**src/common/sar_adc_pkg.sv**
```systemverilog
// Package: register addresses, field positions, reset values and states
// Assumes an 8-bit special function register port and one system clock
package sar_adc_pkg;

  // ****************************************
  // Register addresses
  // ****************************************
  localparam logic [7:0] ADDR_PAIR_CONFIG = 8'hba;
  localparam logic [7:0] ADDR_CHANNEL_SEL = 8'hbb;
  localparam logic [7:0] ADDR_CONFIG = 8'hbc;
  localparam logic [7:0] ADDR_RESULT_LOW = 8'hbe;
  localparam logic [7:0] ADDR_RESULT_HIGH = 8'hbf;
  localparam logic [7:0] ADDR_CONTROL = 8'he8;

  // ****************************************
  // Reset values
  // ****************************************
  localparam logic [7:0] RST_PAIR_CONFIG = 8'h00;
  localparam logic [7:0] RST_CHANNEL_SEL = 8'h00;
  localparam logic [7:0] RST_CONFIG = 8'hf8;
  localparam logic [7:0] RST_CONTROL = 8'h00;

  // ****************************************
  // Control register bits
  // ****************************************
  localparam int CTL_ENABLE = 7;
  localparam int CTL_TRACK_LP = 6;
  localparam int CTL_DONE = 5;
  localparam int CTL_BUSY = 4;
  localparam int CTL_MODE_HI = 3;
  localparam int CTL_MODE_LO = 2;
  localparam int CTL_WINDOW = 1;
  localparam int CTL_LJUST = 0;

  // ****************************************
  // Config and channel fields
  // ****************************************
  localparam int CFG_DIV_LSB = 3;
  localparam int CFG_GAIN_LSB = 0;
  localparam int PAIR_BITS = 4;
  localparam int CHAN_BITS = 4;
  localparam int CHAN_TEMP_BIT = 3;
  localparam logic [2:0] GAIN_UNITY = 3'h0;

  // ****************************************
  // Start modes and timing
  // ****************************************
  localparam logic [1:0] START_SOFTWARE = 2'h0;
  localparam logic [1:0] START_TIMER3 = 2'h1;
  localparam logic [1:0] START_STROBE = 2'h2;
  localparam logic [1:0] START_TIMER2 = 2'h3;
  localparam int TRACK_SAR_CLOCKS = 3;
  localparam int CONV_SAR_CLOCKS = 16;
  localparam int MAX_RATE_KSPS = 100;

  typedef enum logic [3:0] {
    ST_IDLE = 4'b0001,
    ST_TRACK = 4'b0010,
    ST_CONVERT = 4'b0100,
    ST_FINISH = 4'b1000
  } conv_state_t;

  typedef struct packed {
    logic [7:0] addr;
    logic [7:0] wdata;
    logic wr;
  } sfr_req_t;

  typedef struct packed {
    logic power_on;
    logic track;
    logic sample;
    logic [3:0] channel;
    logic [2:0] gain;
    logic [3:0] pair_diff;
  } analog_ctl_t;

endpackage

```
**src/design/sar_clock_divider.sv**
```systemverilog
// SAR clock enable generator dividing the system clock
// Assumes divide value is a 5-bit field; tick period is value+1 clocks
`timescale 1ns/1ns
module sar_clock_divider
  import sar_adc_pkg::*;
#(
  parameter int DIV_WIDTH = 5
)
(
  input wire logic sys_clk,
  input wire logic reset,
  input wire logic run,
  input wire logic [DIV_WIDTH-1:0] divide,
  output logic sar_tick
);

  logic [DIV_WIDTH-1:0] count_reg;
  logic [DIV_WIDTH-1:0] count_next;
  logic tick_next;
  logic tick_reg;

  always_comb
  begin
    count_next = count_reg;
    tick_next = 1'b0;
    if (!run)
    begin
      count_next = '0;
    end
    else if (count_reg >= divide)
    begin
      count_next = '0;
      tick_next = 1'b1;
    end
    else
    begin
      count_next = count_reg + 1'b1;
    end
  end

  always_ff @(posedge sys_clk)
  begin
    if (reset)
    begin
      count_reg <= '0;
      tick_reg <= 1'b0;
    end
    else
    begin
      count_reg <= count_next;
      tick_reg <= tick_next;
    end
  end

  assign sar_tick = tick_reg;

endmodule

```
**src/design/sar_adc_control.sv**
```systemverilog
// Conversion control for the successive-approximation converter
// Assumes an 8-bit special function register port and a SAR core that
// returns a 12-bit result when told to sample over the conversion period
`timescale 1ns/1ns
// What this block does
// The SAR clock is the system clock divided by the config divider field plus one, for up to 100 ksps.
// A conversion starts on a busy write, a timer 3 overflow, a strobe rising edge or a timer 2 overflow.
// Start mode 00 is busy write, 01 timer 3, 10 strobe rising edge, 11 timer 2.
// The busy bit stays one for the whole conversion and drops to zero when it completes.
// The falling edge of busy sets the done flag at control bit 5 and raises the interrupt when enabled.
// Each result goes to the high and low registers, left or right justified by the justify bit.
// Software should clear done, write busy, poll done, then read the result.
// With low-power tracking off, the input is tracked whenever no conversion runs.
// With low-power tracking on, three SAR clocks of tracking follow each start other than a strobe start before conversion.
// In low-power tracking with strobe start, tracking happens only while the strobe is low.
// Tracking is shut off while the chip is in standby or sleep.
// Selecting the temperature sensor routes it into the gain amplifier at the programmed gain.
// Pair bits 0 to 3 make input pairs single-ended when zero or differential, even input positive, when one.
// Differential results are two's complement, single-ended results unsigned.
// Converter, track-and-hold and amplifier are powered only while the enable bit is one.
// After reset all inputs are single-ended and the gain is unity.
module sar_adc_control
  import sar_adc_pkg::*;
#(
  parameter int RESULT_BITS = 12
)
(
  input wire logic sys_clk,
  input wire logic reset,
  input wire sfr_req_t sfr_req,
  output logic [7:0] sfr_rdata,
  input wire logic timer3_overflow,
  input wire logic timer2_overflow,
  input wire logic ext_convert_strobe,
  input wire logic chip_sleep,
  input wire logic [RESULT_BITS-1:0] sar_result,
  input wire logic adc_int_enable,
  output analog_ctl_t analog_ctl,
  output logic temp_sensor_sel,
  output logic conv_done_irq
);

  // ****************************************
  // Registers and state
  // ****************************************
  logic [7:0] control_reg;
  logic [7:0] control_next;
  logic [7:0] config_reg;
  logic [7:0] config_next;
  logic [CHAN_BITS-1:0] channel_sel_reg;
  logic [CHAN_BITS-1:0] channel_sel_next;
  logic [PAIR_BITS-1:0] pair_cfg_reg;
  logic [PAIR_BITS-1:0] pair_cfg_next;
  logic [7:0] result_high_reg;
  logic [7:0] result_high_next;
  logic [7:0] result_low_reg;
  logic [7:0] result_low_next;
  conv_state_t state_reg;
  conv_state_t state_next;
  logic [4:0] sar_count_reg;
  logic [4:0] sar_count_next;
  logic busy_prev_reg;
  logic [2:0] strobe_sync_reg;
  logic strobe_level_reg;
  logic strobe_level_next;
  logic sar_tick;
  logic start_event;
  logic strobe_rise;
  logic busy_write;
  logic diff_channel;
  logic [RESULT_BITS-1:0] conv_value;
  logic [15:0] placed;
  logic conv_active;
  logic track_now;

  // Is the selected channel part of a differential pair
  function automatic logic is_diff(input logic [3:0] chan, input logic [3:0] pairs);
    logic d;
    d = 1'b0;
    if (!chan[CHAN_TEMP_BIT])
    begin
      d = pairs[chan[2:1]];
    end
    return d;
  endfunction

  // ****************************************
  // Strobe synchroniser
  // ****************************************
  always_comb
  begin
    strobe_level_next = strobe_level_reg;
    if (strobe_sync_reg[1] == strobe_sync_reg[2])
    begin
      strobe_level_next = strobe_sync_reg[2];
    end
  end

  always_ff @(posedge sys_clk)
  begin
    if (reset)
    begin
      strobe_sync_reg <= 3'h0;
      strobe_level_reg <= 1'b0;
    end
    else
    begin
      strobe_sync_reg <= {strobe_sync_reg[1:0], ext_convert_strobe};
      strobe_level_reg <= strobe_level_next;
    end
  end

  assign strobe_rise = strobe_level_next & ~strobe_level_reg;

  // SAR clock divide
  sar_clock_divider #(
    .DIV_WIDTH(5)
  ) u_divider (
    .sys_clk(sys_clk),
    .reset(reset),
    .run(conv_active),
    .divide(config_reg[7:CFG_DIV_LSB]),
    .sar_tick(sar_tick)
  );

  // ****************************************
  // Start selection
  // ****************************************
  assign busy_write = sfr_req.wr && sfr_req.addr == ADDR_CONTROL && sfr_req.wdata[CTL_BUSY];

  always_comb
  begin
    // Start source select
    // Mode encoding
    case (control_reg[CTL_MODE_HI:CTL_MODE_LO])
      START_SOFTWARE: start_event = busy_write;
      START_TIMER3: start_event = timer3_overflow;
      START_STROBE: start_event = strobe_rise;
      default: start_event = timer2_overflow;
    endcase
  end

  // ****************************************
  // Conversion sequencer
  // ****************************************
  always_comb
  begin
    state_next = state_reg;
    sar_count_next = sar_count_reg;
    case (state_reg)
      ST_IDLE:
      begin
        // Start only when powered
        if (start_event && control_reg[CTL_ENABLE])
        begin
          sar_count_next = 5'h0;
          // Low-power tracking first
          if (control_reg[CTL_TRACK_LP] && control_reg[CTL_MODE_HI:CTL_MODE_LO] != START_STROBE)
          begin
            state_next = ST_TRACK;
          end
          else
          begin
            state_next = ST_CONVERT;
          end
        end
      end
      ST_TRACK:
      begin
        if (sar_tick)
        begin
          if (sar_count_reg == 5'(TRACK_SAR_CLOCKS - 1))
          begin
            sar_count_next = 5'h0;
            state_next = ST_CONVERT;
          end
          else
          begin
            sar_count_next = sar_count_reg + 5'h1;
          end
        end
      end
      ST_CONVERT:
      begin
        if (sar_tick)
        begin
          if (sar_count_reg == 5'(CONV_SAR_CLOCKS - 1))
          begin
            state_next = ST_FINISH;
          end
          else
          begin
            sar_count_next = sar_count_reg + 5'h1;
          end
        end
      end
      default:
      begin
        state_next = ST_IDLE;
      end
    endcase
    if (!control_reg[CTL_ENABLE])
    begin
      state_next = ST_IDLE;
    end
  end

  assign conv_active = state_reg == ST_TRACK || state_reg == ST_CONVERT;

  // ****************************************
  // Result placement
  // ****************************************
  always_comb
  begin
    diff_channel = is_diff(channel_sel_reg, pair_cfg_reg);
    // Signed for differential
    conv_value = diff_channel ? (sar_result ^ {1'b1, {(RESULT_BITS-1){1'b0}}}) : sar_result;
    // Justification
    if (control_reg[CTL_LJUST])
    begin
      placed = {conv_value, {(16-RESULT_BITS){1'b0}}};
    end
    else
    begin
      placed = {{(16-RESULT_BITS){diff_channel & conv_value[RESULT_BITS-1]}}, conv_value};
    end
  end

  // ****************************************
  // Register writes
  // ****************************************
  always_comb
  begin
    control_next = control_reg;
    config_next = config_reg;
    channel_sel_next = channel_sel_reg;
    pair_cfg_next = pair_cfg_reg;
    result_high_next = result_high_reg;
    result_low_next = result_low_reg;
    if (sfr_req.wr)
    begin
      if (sfr_req.addr == ADDR_CONTROL)
      begin
        control_next = sfr_req.wdata;
        control_next[CTL_BUSY] = control_reg[CTL_BUSY];
      end
      else if (sfr_req.addr == ADDR_CONFIG)
      begin
        config_next = sfr_req.wdata;
      end
      else if (sfr_req.addr == ADDR_CHANNEL_SEL)
      begin
        channel_sel_next = sfr_req.wdata[CHAN_BITS-1:0];
      end
      else if (sfr_req.addr == ADDR_PAIR_CONFIG)
      begin
        // Pair configuration
        pair_cfg_next = sfr_req.wdata[PAIR_BITS-1:0];
      end
    end
    // Busy follows the sequencer
    control_next[CTL_BUSY] = state_next != ST_IDLE;
    if (state_reg == ST_FINISH)
    begin
      result_high_next = placed[15:8];
      result_low_next = placed[7:0];
    end
    // Done set on busy fall, set wins
    if (busy_prev_reg && !control_reg[CTL_BUSY])
    begin
      control_next[CTL_DONE] = 1'b1;
    end
  end

  always_ff @(posedge sys_clk)
  begin
    if (reset)
    begin
      control_reg <= RST_CONTROL;
      // Unity gain and single-ended
      config_reg <= RST_CONFIG;
      channel_sel_reg <= RST_CHANNEL_SEL[CHAN_BITS-1:0];
      pair_cfg_reg <= RST_PAIR_CONFIG[PAIR_BITS-1:0];
      result_high_reg <= 8'h00;
      result_low_reg <= 8'h00;
      state_reg <= ST_IDLE;
      sar_count_reg <= 5'h0;
      busy_prev_reg <= 1'b0;
    end
    else
    begin
      control_reg <= control_next;
      config_reg <= config_next;
      channel_sel_reg <= channel_sel_next;
      pair_cfg_reg <= pair_cfg_next;
      result_high_reg <= result_high_next;
      result_low_reg <= result_low_next;
      state_reg <= state_next;
      sar_count_reg <= sar_count_next;
      busy_prev_reg <= control_reg[CTL_BUSY];
    end
  end

  // ****************************************
  // Read data and analog controls
  // ****************************************
  always_comb
  begin
    sfr_rdata = 8'h00;
    if (sfr_req.addr == ADDR_CONTROL)
    begin
      sfr_rdata = control_reg;
    end
    else if (sfr_req.addr == ADDR_CONFIG)
    begin
      sfr_rdata = config_reg;
    end
    else if (sfr_req.addr == ADDR_CHANNEL_SEL)
    begin
      sfr_rdata = {4'h0, channel_sel_reg};
    end
    else if (sfr_req.addr == ADDR_PAIR_CONFIG)
    begin
      sfr_rdata = {4'h0, pair_cfg_reg};
    end
    else if (sfr_req.addr == ADDR_RESULT_HIGH)
    begin
      sfr_rdata = result_high_reg;
    end
    else if (sfr_req.addr == ADDR_RESULT_LOW)
    begin
      sfr_rdata = result_low_reg;
    end
  end

  always_comb
  begin
    if (!control_reg[CTL_TRACK_LP])
    begin
      // Continuous tracking
      track_now = state_reg == ST_IDLE;
    end
    else if (control_reg[CTL_MODE_HI:CTL_MODE_LO] == START_STROBE)
    begin
      // Track while strobe low
      track_now = state_reg == ST_IDLE && !strobe_level_reg;
    end
    else
    begin
      track_now = state_reg == ST_TRACK;
    end
  end

  always_ff @(posedge sys_clk)
  begin
    if (reset)
    begin
      analog_ctl <= '0;
      temp_sensor_sel <= 1'b0;
      conv_done_irq <= 1'b0;
    end
    else
    begin
      // Power gating
      analog_ctl.power_on <= control_reg[CTL_ENABLE];
      // Sleep stops tracking
      analog_ctl.track <= track_now && control_reg[CTL_ENABLE] && !chip_sleep;
      analog_ctl.sample <= state_reg == ST_CONVERT;
      analog_ctl.channel <= channel_sel_reg;
      analog_ctl.gain <= config_reg[2:CFG_GAIN_LSB];
      analog_ctl.pair_diff <= pair_cfg_reg;
      // Temperature sensor to amplifier
      temp_sensor_sel <= channel_sel_reg[CHAN_TEMP_BIT];
      // Interrupt when enabled
      conv_done_irq <= control_reg[CTL_DONE] && adc_int_enable;
    end
  end

endmodule

```
**config.mk**
```make
export PLATFORM = sky130hd
export DESIGN_NAME = sar_adc_control
export DESIGN_NICKNAME = d
export VERILOG_FILES = /design/src/common/sar_adc_pkg.sv /design/src/design/sar_clock_divider.sv /design/src/design/sar_adc_control.sv
export SDC_FILE = /design/constraint.sdc
export NUM_CORES = 1
export LEC_CHECK = 0
export BUFFER_PORTS_ARGS = -buffer_cell sky130_fd_sc_hd__buf_4
export CAP_MARGIN = 10
export CORE_MARGIN = 2
export CORE_UTILIZATION = 52
export CTS_BUF_LIST = sky130_fd_sc_hd__clkbuf_8
export DETAILED_ROUTE_END_ITERATION = 7
export HOLD_SLACK_MARGIN = 0.15
export PLACE_DENSITY = 0.84
export SLEW_MARGIN = 40
export SYNTH_ARGS = -nofsm -noshare
export SYNTH_HDL_FRONTEND = slang
export SYNTH_SLANG_ARGS = --single-unit
```
**constraint.sdc**
```tcl
create_clock -name sys_clk -period 2.5 [get_ports sys_clk]
set_input_delay 0.75 -clock sys_clk [delete_from_list [all_inputs] [get_ports sys_clk]]
set_output_delay 0.75 -clock sys_clk [all_outputs]
set_load 0.01 [all_outputs]
```
==> impl_results.md, run 1 <==
- Outcome: finished with violations
- Failing checks: setup timing
- Hold Violations, Final: 0
- Row count: 29
- Critical path fanouts, max: 5
- Final setup viols: 8
- Final wirelength: around 8.6 mm
- Synth Area per Inst: 9.05 µm²
- Seq. cell area: 1500 µm²
- I/O pin count: 60
- Primary FF master, synth: dfxtp_1
- Die Height: 85.2 µm
- Final worst setup slack: -0.191 ns
- Worst-Skew Late Latency: 0.33 ns
- Nature of the critical path endpoint: primary output
- Syn. warnings: 0
- Leak: 1.77 nW
- Synth unique cells: 50
- Yosys reg bits: between 70 and 80
- Crit path launch type: input pin
- CTS Sinks: 75
- Largest net degree at the start of global routing: 57
- Final HPWL DP: slightly above 6 mm
- Max-slew headroom: 59.2%
- Skew final: 0.00720 ns
- Remaining Overflow, GRT: 0
- # port buffers: 59
- Layout cells sized above 1: 25.6%
- First-pass DRT Iterations: 5
- Fillers: 500
- Clock Tree Root: clkbuf_8
- Max reg flops: 14
- Antenna-violating nets left: 0
- CTS tree: yes
- Fin crit period: 2.69 ns
- Multi-input logic area: 1830 µm²
- Global placement routability congestion: 0.867
- Largest family of logic cells by synthesized area: simple AND/OR/NAND/NOR gates
- Die area: 7260 µm²
- CTS H-Tree Depth: 3
- Pwr per Cell Area: approximately 550 nW/µm²
- Crit path kind: in2out
- Worst Tran Pin Value: 0.605 ns
- Worst Setup SP: sfr_req[11]
- Total CTS buffers: 9
- Multiplexer share of the synthesized area: under 10%
- Sequential area share after synthesis: a little over two fifths
- Initial core utilization: ~54%
- DRC violations left: 0
- Post-synth EDFFs: 0
- Reg2reg start: sar_count_reg[0]
- Ys async rst share: 0%
- Via count: 3032
- Reg-to-reg slack, setup: just under 0.6 ns
- Final TNS setup: -1.13 ns
- Min-delay src: strobe_sync_reg[0]
- DR iter-0 viols: approximately 280
- First-pass GRT wire length: 13.8 mm
- Post-synthesis net count: about 430
- Crit path DAT: ~1.9 ns
- Fin. max-slew vios: 0
- Vias in the first global route: 2972
- Vias per cell: 5.75
- Core ar.: 6350 µm²
- Compound-gate portion of the synthesized area: 12.3%
- Yosys top cell area share: 43.8%
- CP required: 1.75 ns
- Antenna violations before repair: 0
- WHS: 0.458 ns
- Post-Place Setup Slack: -0.198 ns
- Ant diodes: 0
- Min-Delay Path Class: reg2reg
- Synth Area in Adders: 3.65%
- RSZ-0062 raised after global routing: true
- Clk slew on worst S/H paths: 0.07 ns
- Max-cap violations: 0
- Final period utilization: 108%
- WL/cell: between 15 and 20 µm
- Area delta synth->final: 25.2%
- Mapped Cells: roughly 380
- Worst VDD drop: 0.456 mV
- Area contributors post-synth: dfxtp_1 (44%), mux2i_1 (5.3%), nand2_1 (4.9%)
- Leading area contributor after synthesis: dfxtp_1
- Nets: about 500
- Simple-gate share of the synthesized area: 25.1%
- CTS Buffer Depth: 2
- Reg with most FFs: analog_ctl
- Cell Area, Synth: 3430 µm²
- Die Width: 85.2 µm
- Total track usage: around a quarter
- Xor/xnor cell area share of the yosys netlist: under 10%
- Max Clk Rate: 0.372 GHz
where the power goes:
group          total, mW  switching, mW  internal (mW)
clock network       1.01          0.425          0.580
logic              0.139         0.0691         0.0703
registers           1.20        0.00161           1.20
total               2.34          0.496           1.85
synth_stat cells, drive strengths merged, types with 2 or more instances:
library cell  number
nand4              3
a21oi             16
dfxtp             75
mux2i             18
inv               14
and3               2
and2               2
o21ai             12
clkbuf            13
mux4               3
nand2             45
and4b              2
o22ai              2
xor2               4
nor3b              3
ha                10
nor3              15
a32oi              2
a211oi            11
a22oi              5
nand3b             5
nand3              5
nand2b             4
a21o               2
o211ai             5
a31oi              2
mux2               8
nor2              41
nor4b              4
buf                6
nor2b             24
or4b               2
routing by layer:
metal	part of all wire [%]	global-route usage, %	up-vias
met5	0	0	-
met4	2.1	11.4	0
met3	5.8	3.60	19
met2	51	41.7	117
met1	41	29.2	1435
li1	-	-	1461
final timing paths:
kind | to | depth (start not counted)
min | strobe_sync_reg[1] | 1
min reg2reg | strobe_sync_reg[1] | 1
max | sfr_rdata[2] | 7
max reg2reg | sar_count_reg[0] | 7
what timing repair did:
action                                  in CTS  in global routing
buffers inserted                             1                  0
pin swaps                                    5                  2
gates resized for setup                     15                  6
endpoints found under the setup margin       8                  8
cloned                                       1                  0
hold buffers                                 0                  0
cell type report:
type / count / area share, %
Clock buffer: 10 / 3.20
Clock inverter: 5 / 1.81
Inverter: 14 / 1.22
Multi-Input combinational cell: 271 / 42.6
Sequential cell: 75 / 35.0
Tap cell: 77 / 2.24
Timing Repair Buffer: 75 / 14.0
placed cells by master (no fill, tap or decap), drive strengths merged, types with 2 or more instances in the layout:
cell and n:
o211ai 5, ha 10, clkbuf 10, nor3 15, a21o 2, and4b 2
a211oi 11, nor3b 3, a22oi 5, nand2 45, nor4b 4, mux2 8
clkinv 2, inv 14, and3 2, nor2b 24, a21oi 16, a32oi 2
nand3b 5, nand3 5, dfxtp 75, and2 2, bufinv 2, nand4 3
xor2 4, or4b 2, mux2i 18, nand2b 4, a31oi 2, mux4 3
o21ai 12, buf 75, o22ai 2, nor2 41
kinds of logic (layout without fill, tap and decap cells):
group / count (synthesis) / in the layout
DFF: 75 / 75
buffers and inverters: 33 / 104
and+or+nand+nor: 163 / 163
xor gates and xnor gates: 5 / 5
adders and majority gates: 10 / 10
muxes: 29 / 29
AOI/OAI and AO/OA: 64 / 64
stage by stage:
stage / utilization (%) / instance area [µm²] / instances / total power, mW
2_1_floorplan: - / 3430 / 379 / 1.28
3_3_place_gp: 63.0 / 4000 / 510 / 1.35
3_5_place_dp: 63.0 / 4000 / 510 / 1.35
4_1_cts: 67.4 / 4280 / 527 / 2.36
5_1_grt: 67.6 / 4300 / 527 / 2.42
6_report: 67.6 / 4300 / 527 / 2.34
critical path, cell delays in order:
cell     delay, ns
buf_8         0.10
or3b_4        0.39
nor4_4        0.21
buf_6         0.18
nand2_2       0.07
o21ai_2       0.09
buf_4         0.15
(Power assumes the default switching activity.)
==> run 2, diff against run 1 <==
--- a/constraint.sdc
+++ b/constraint.sdc
@@ -3,2 +3,2 @@
 set_output_delay 0.75 -clock sys_clk [all_outputs]
-set_load 0.01 [all_outputs]
+set_load 0.005 [all_outputs]
==> impl_results.md, run 2 (synthesis gave the netlist of run 1 again) <==
- Crit path DAT: 1.86 ns (-0.08 ns)
- Failing checks: setup timing
- Reg-to-reg slack, setup: 0.57 ns (-0.02 ns)
- Nature of the critical path endpoint: primary output
- CTS H-Tree Depth: 3 (unchanged)
- Outcome: finished with violations
- Worst Path Buf+Inv: 3 (unchanged)
- Reg-to-Reg End: sar_count_reg[4]
- Hold Violations, Final: 0 (unchanged)
- Min-delay src: strobe_sync_reg[0]
- Final TNS setup: -0.720 ns (+0.413 ns)
- Crit path kind: in2out
- R2R cell count: 7 (unchanged)
- Min-Delay Path Class: reg2reg
- Nets: 495 (+0.61%)
- Cell family with most CP delay: simple AND/OR/NAND/NOR gates
- Fin. max-slew vios: 0 (unchanged)
- Area after DPL: 4020 µm² (+0.44%)
- Clock Tree Root: clkbuf_8
- Final HPWL DP: 6.07 mm (+0.29%)
- Pwr per Cell Area: 529 nW/µm² (-3.0%)
- Worst Tran Pin Value: 0.598 ns (-0.00691 ns)
- Max-cap violations: 0 (unchanged)
- Die area: 7260 µm² (unchanged)
- I/O pin count: 60 (unchanged)
- Cts hold-fix bufs: 0 (unchanged)
- Final wirelength: 8.12 mm (-5.1%)
- Via count: 2987 (-1.5%)
- WHS: 0.458 ns (-0.000197 ns)
- Die Height: 85.2 µm (unchanged)
- First-pass DRT Iterations: 5 (unchanged)
- Global placement routability congestion: 0.933 (+7.7%)
- Max Clk Rate: 0.383 GHz (+3.0%)
- CTS Sinks: 75 (unchanged)
- Met3 usage: 5.06% (+1.5 points)
- Vias per cell: 5.63 (-2.2%)
- Max reg flops: 14 (unchanged)
- Layout cells sized above 1: 27.1% (+1.5 points)
- Vias in the first global route: 2892 (-2.7%)
- Antenna violations before repair: 0 (unchanged)
- Final period utilization: 104% (-3.2 points)
- Die Width: 85.2 µm (unchanged)
- # port buffers: 59 (unchanged)
- Post-Place Setup Slack: -0.199 ns (-0.00118 ns)
- First-pass GRT wire length: 13.6 mm (-1.5%)
- Slowest Stage Delay on Critical Path: 0.39 ns (about the same)
- CP required: 1.75 ns (about the same)
- Leak: 1.78 nW (+0.44%)
- Power Total: 2.27 mW (-3.0%)
- Total track usage: 23.6% (-0.46 points)
- Skew final: 0.00927 ns (+0.00207 ns)
- Max-slew headroom: 59.7% (+0.47 points)
- Most common cell on crit path: buf_4
- Final core utilization: 67.6% (unchanged)
- Hold Path Sink: strobe_sync_reg[1]
- Worst path slowest cell: or3b_4
- Final worst setup slack: -0.112 ns (+0.0796 ns)
- CTS tree: yes
- Total CTS buffers: 9 (unchanged)
- Area delta synth->final: 25.2% (unchanged)
- Crit path launch type: input pin
- Routing usage on met2: 38.6% (-3.1 points)
- WL/cell: 15.3 µm (-5.8%)
- Final setup viols: 7 (-1)
- Cell area after layout: 4300 µm² (unchanged)
- Largest net degree at the start of global routing: 45 (-21%)
- Commonest non-fill, non-tap cells in the layout: dfxtp_1 (75), buf_4 (75), nor2_1 (41)
- Reg with most FFs: analog_ctl
- Antenna-violating nets left: 0 (unchanged)
- Worst Hold Depth: 1 (unchanged)
- CTS Buffer Depth: 2 (unchanged)
- RSZ-0062 raised after global routing: true
- Fin crit period: 2.61 ns (-0.0796 ns)
- Clk slew on worst S/H paths: 0.08 ns (about the same)
- Critical path fanouts, max: 8 (+3)
- Core ar.: 6350 µm² (unchanged)
- Remaining Overflow, GRT: 0 (unchanged)
- Ant diodes: 0 (unchanged)
- Layout Cells excl Fill: 531 (+0.76%)
- DRC violations left: 0 (unchanged)
- Met1 Use GR: 30.2% (+1.1 points)
- Initial core utilization: 54.0% (unchanged)
- Number of cells on the critical path: 7 (unchanged)
- Reg2reg start: sar_count_reg[0]
- Number of placed instances, taps included: 514 (+0.78%)
- Most used routing layer: met2
- Crit-path cells: buf_12, or3b_4, nor4_4, buf_4, nand2_2, o21ai_1, buf_4
- Row count: 29 (unchanged)
- DR iter-0 viols: 177 (-36%)
- Fillers: 505 (+1.0%)
- Worst-Skew Late Latency: 0.35 ns (+0.02 ns)
- Worst VDD drop: 0.357 mV (-22%)
## run 2: how the worst max path moves through the flow
| stage | slack [ns] | to | from |
|---|---|---|---|
| finish | -0.11 | sfr_rdata[4] | sfr_req[11] |
| global route | -0.19 | sfr_rdata[4] | sfr_req[11] |
| CTS | -0.19 | sfr_rdata[2] | sfr_req[13] |
| detailed placement | -0.20 | sfr_rdata[2] | sfr_req[11] |
| global placement | -0.19 | sfr_rdata[3] | sfr_req[11] |
| floorplan | 0.02 | sfr_rdata[3] | sfr_req[11] |
## run 2: what timing repair did
action | in CTS | in global routing
pin swaps | 4 | 2
setup buffers | 0 | 1
resized for setup | 14 | 9
gates cloned | 0 | 0
endpoints found under the setup margin | 8 | 8
## run 2: where the power goes
group,switching (mW),internal (mW)
clock network,0.467,0.468
logic,0.0681,0.0711
registers,0.00159,1.20
total,0.537,1.73
## run 2: per-layer routing
layer | vias up | share of wire, %
li1 | 1468 | -
met1 | 1394 | 43
met2 | 103 | 49
met3 | 22 | 5.7
met4 | 0 | 2.5
met5 | - | 0
## run 2: area by class of cell
class	count	area (µm²)	share of cell area, %
Sequential cell	75	1500	35.0
Clock buffer	9	124	2.88
Clock inverter	7	73.8	1.72
Inverter	14	52.6	1.22
Timing Repair Buffer	78	606	14.1
Tap cell	77	96.3	2.24
Multi-Input combinational cell	271	1840	42.9
## run 2: worst reg2reg max path, stage by stage (launching register included)
cell and delay, ns:
dfxtp_1 0.38, ha_1 0.19, and3_1 0.17, ha_1 0.17, nor3b_1 0.06, o211a_1 0.25, nor2_1 0.22, mux2_2 0.37
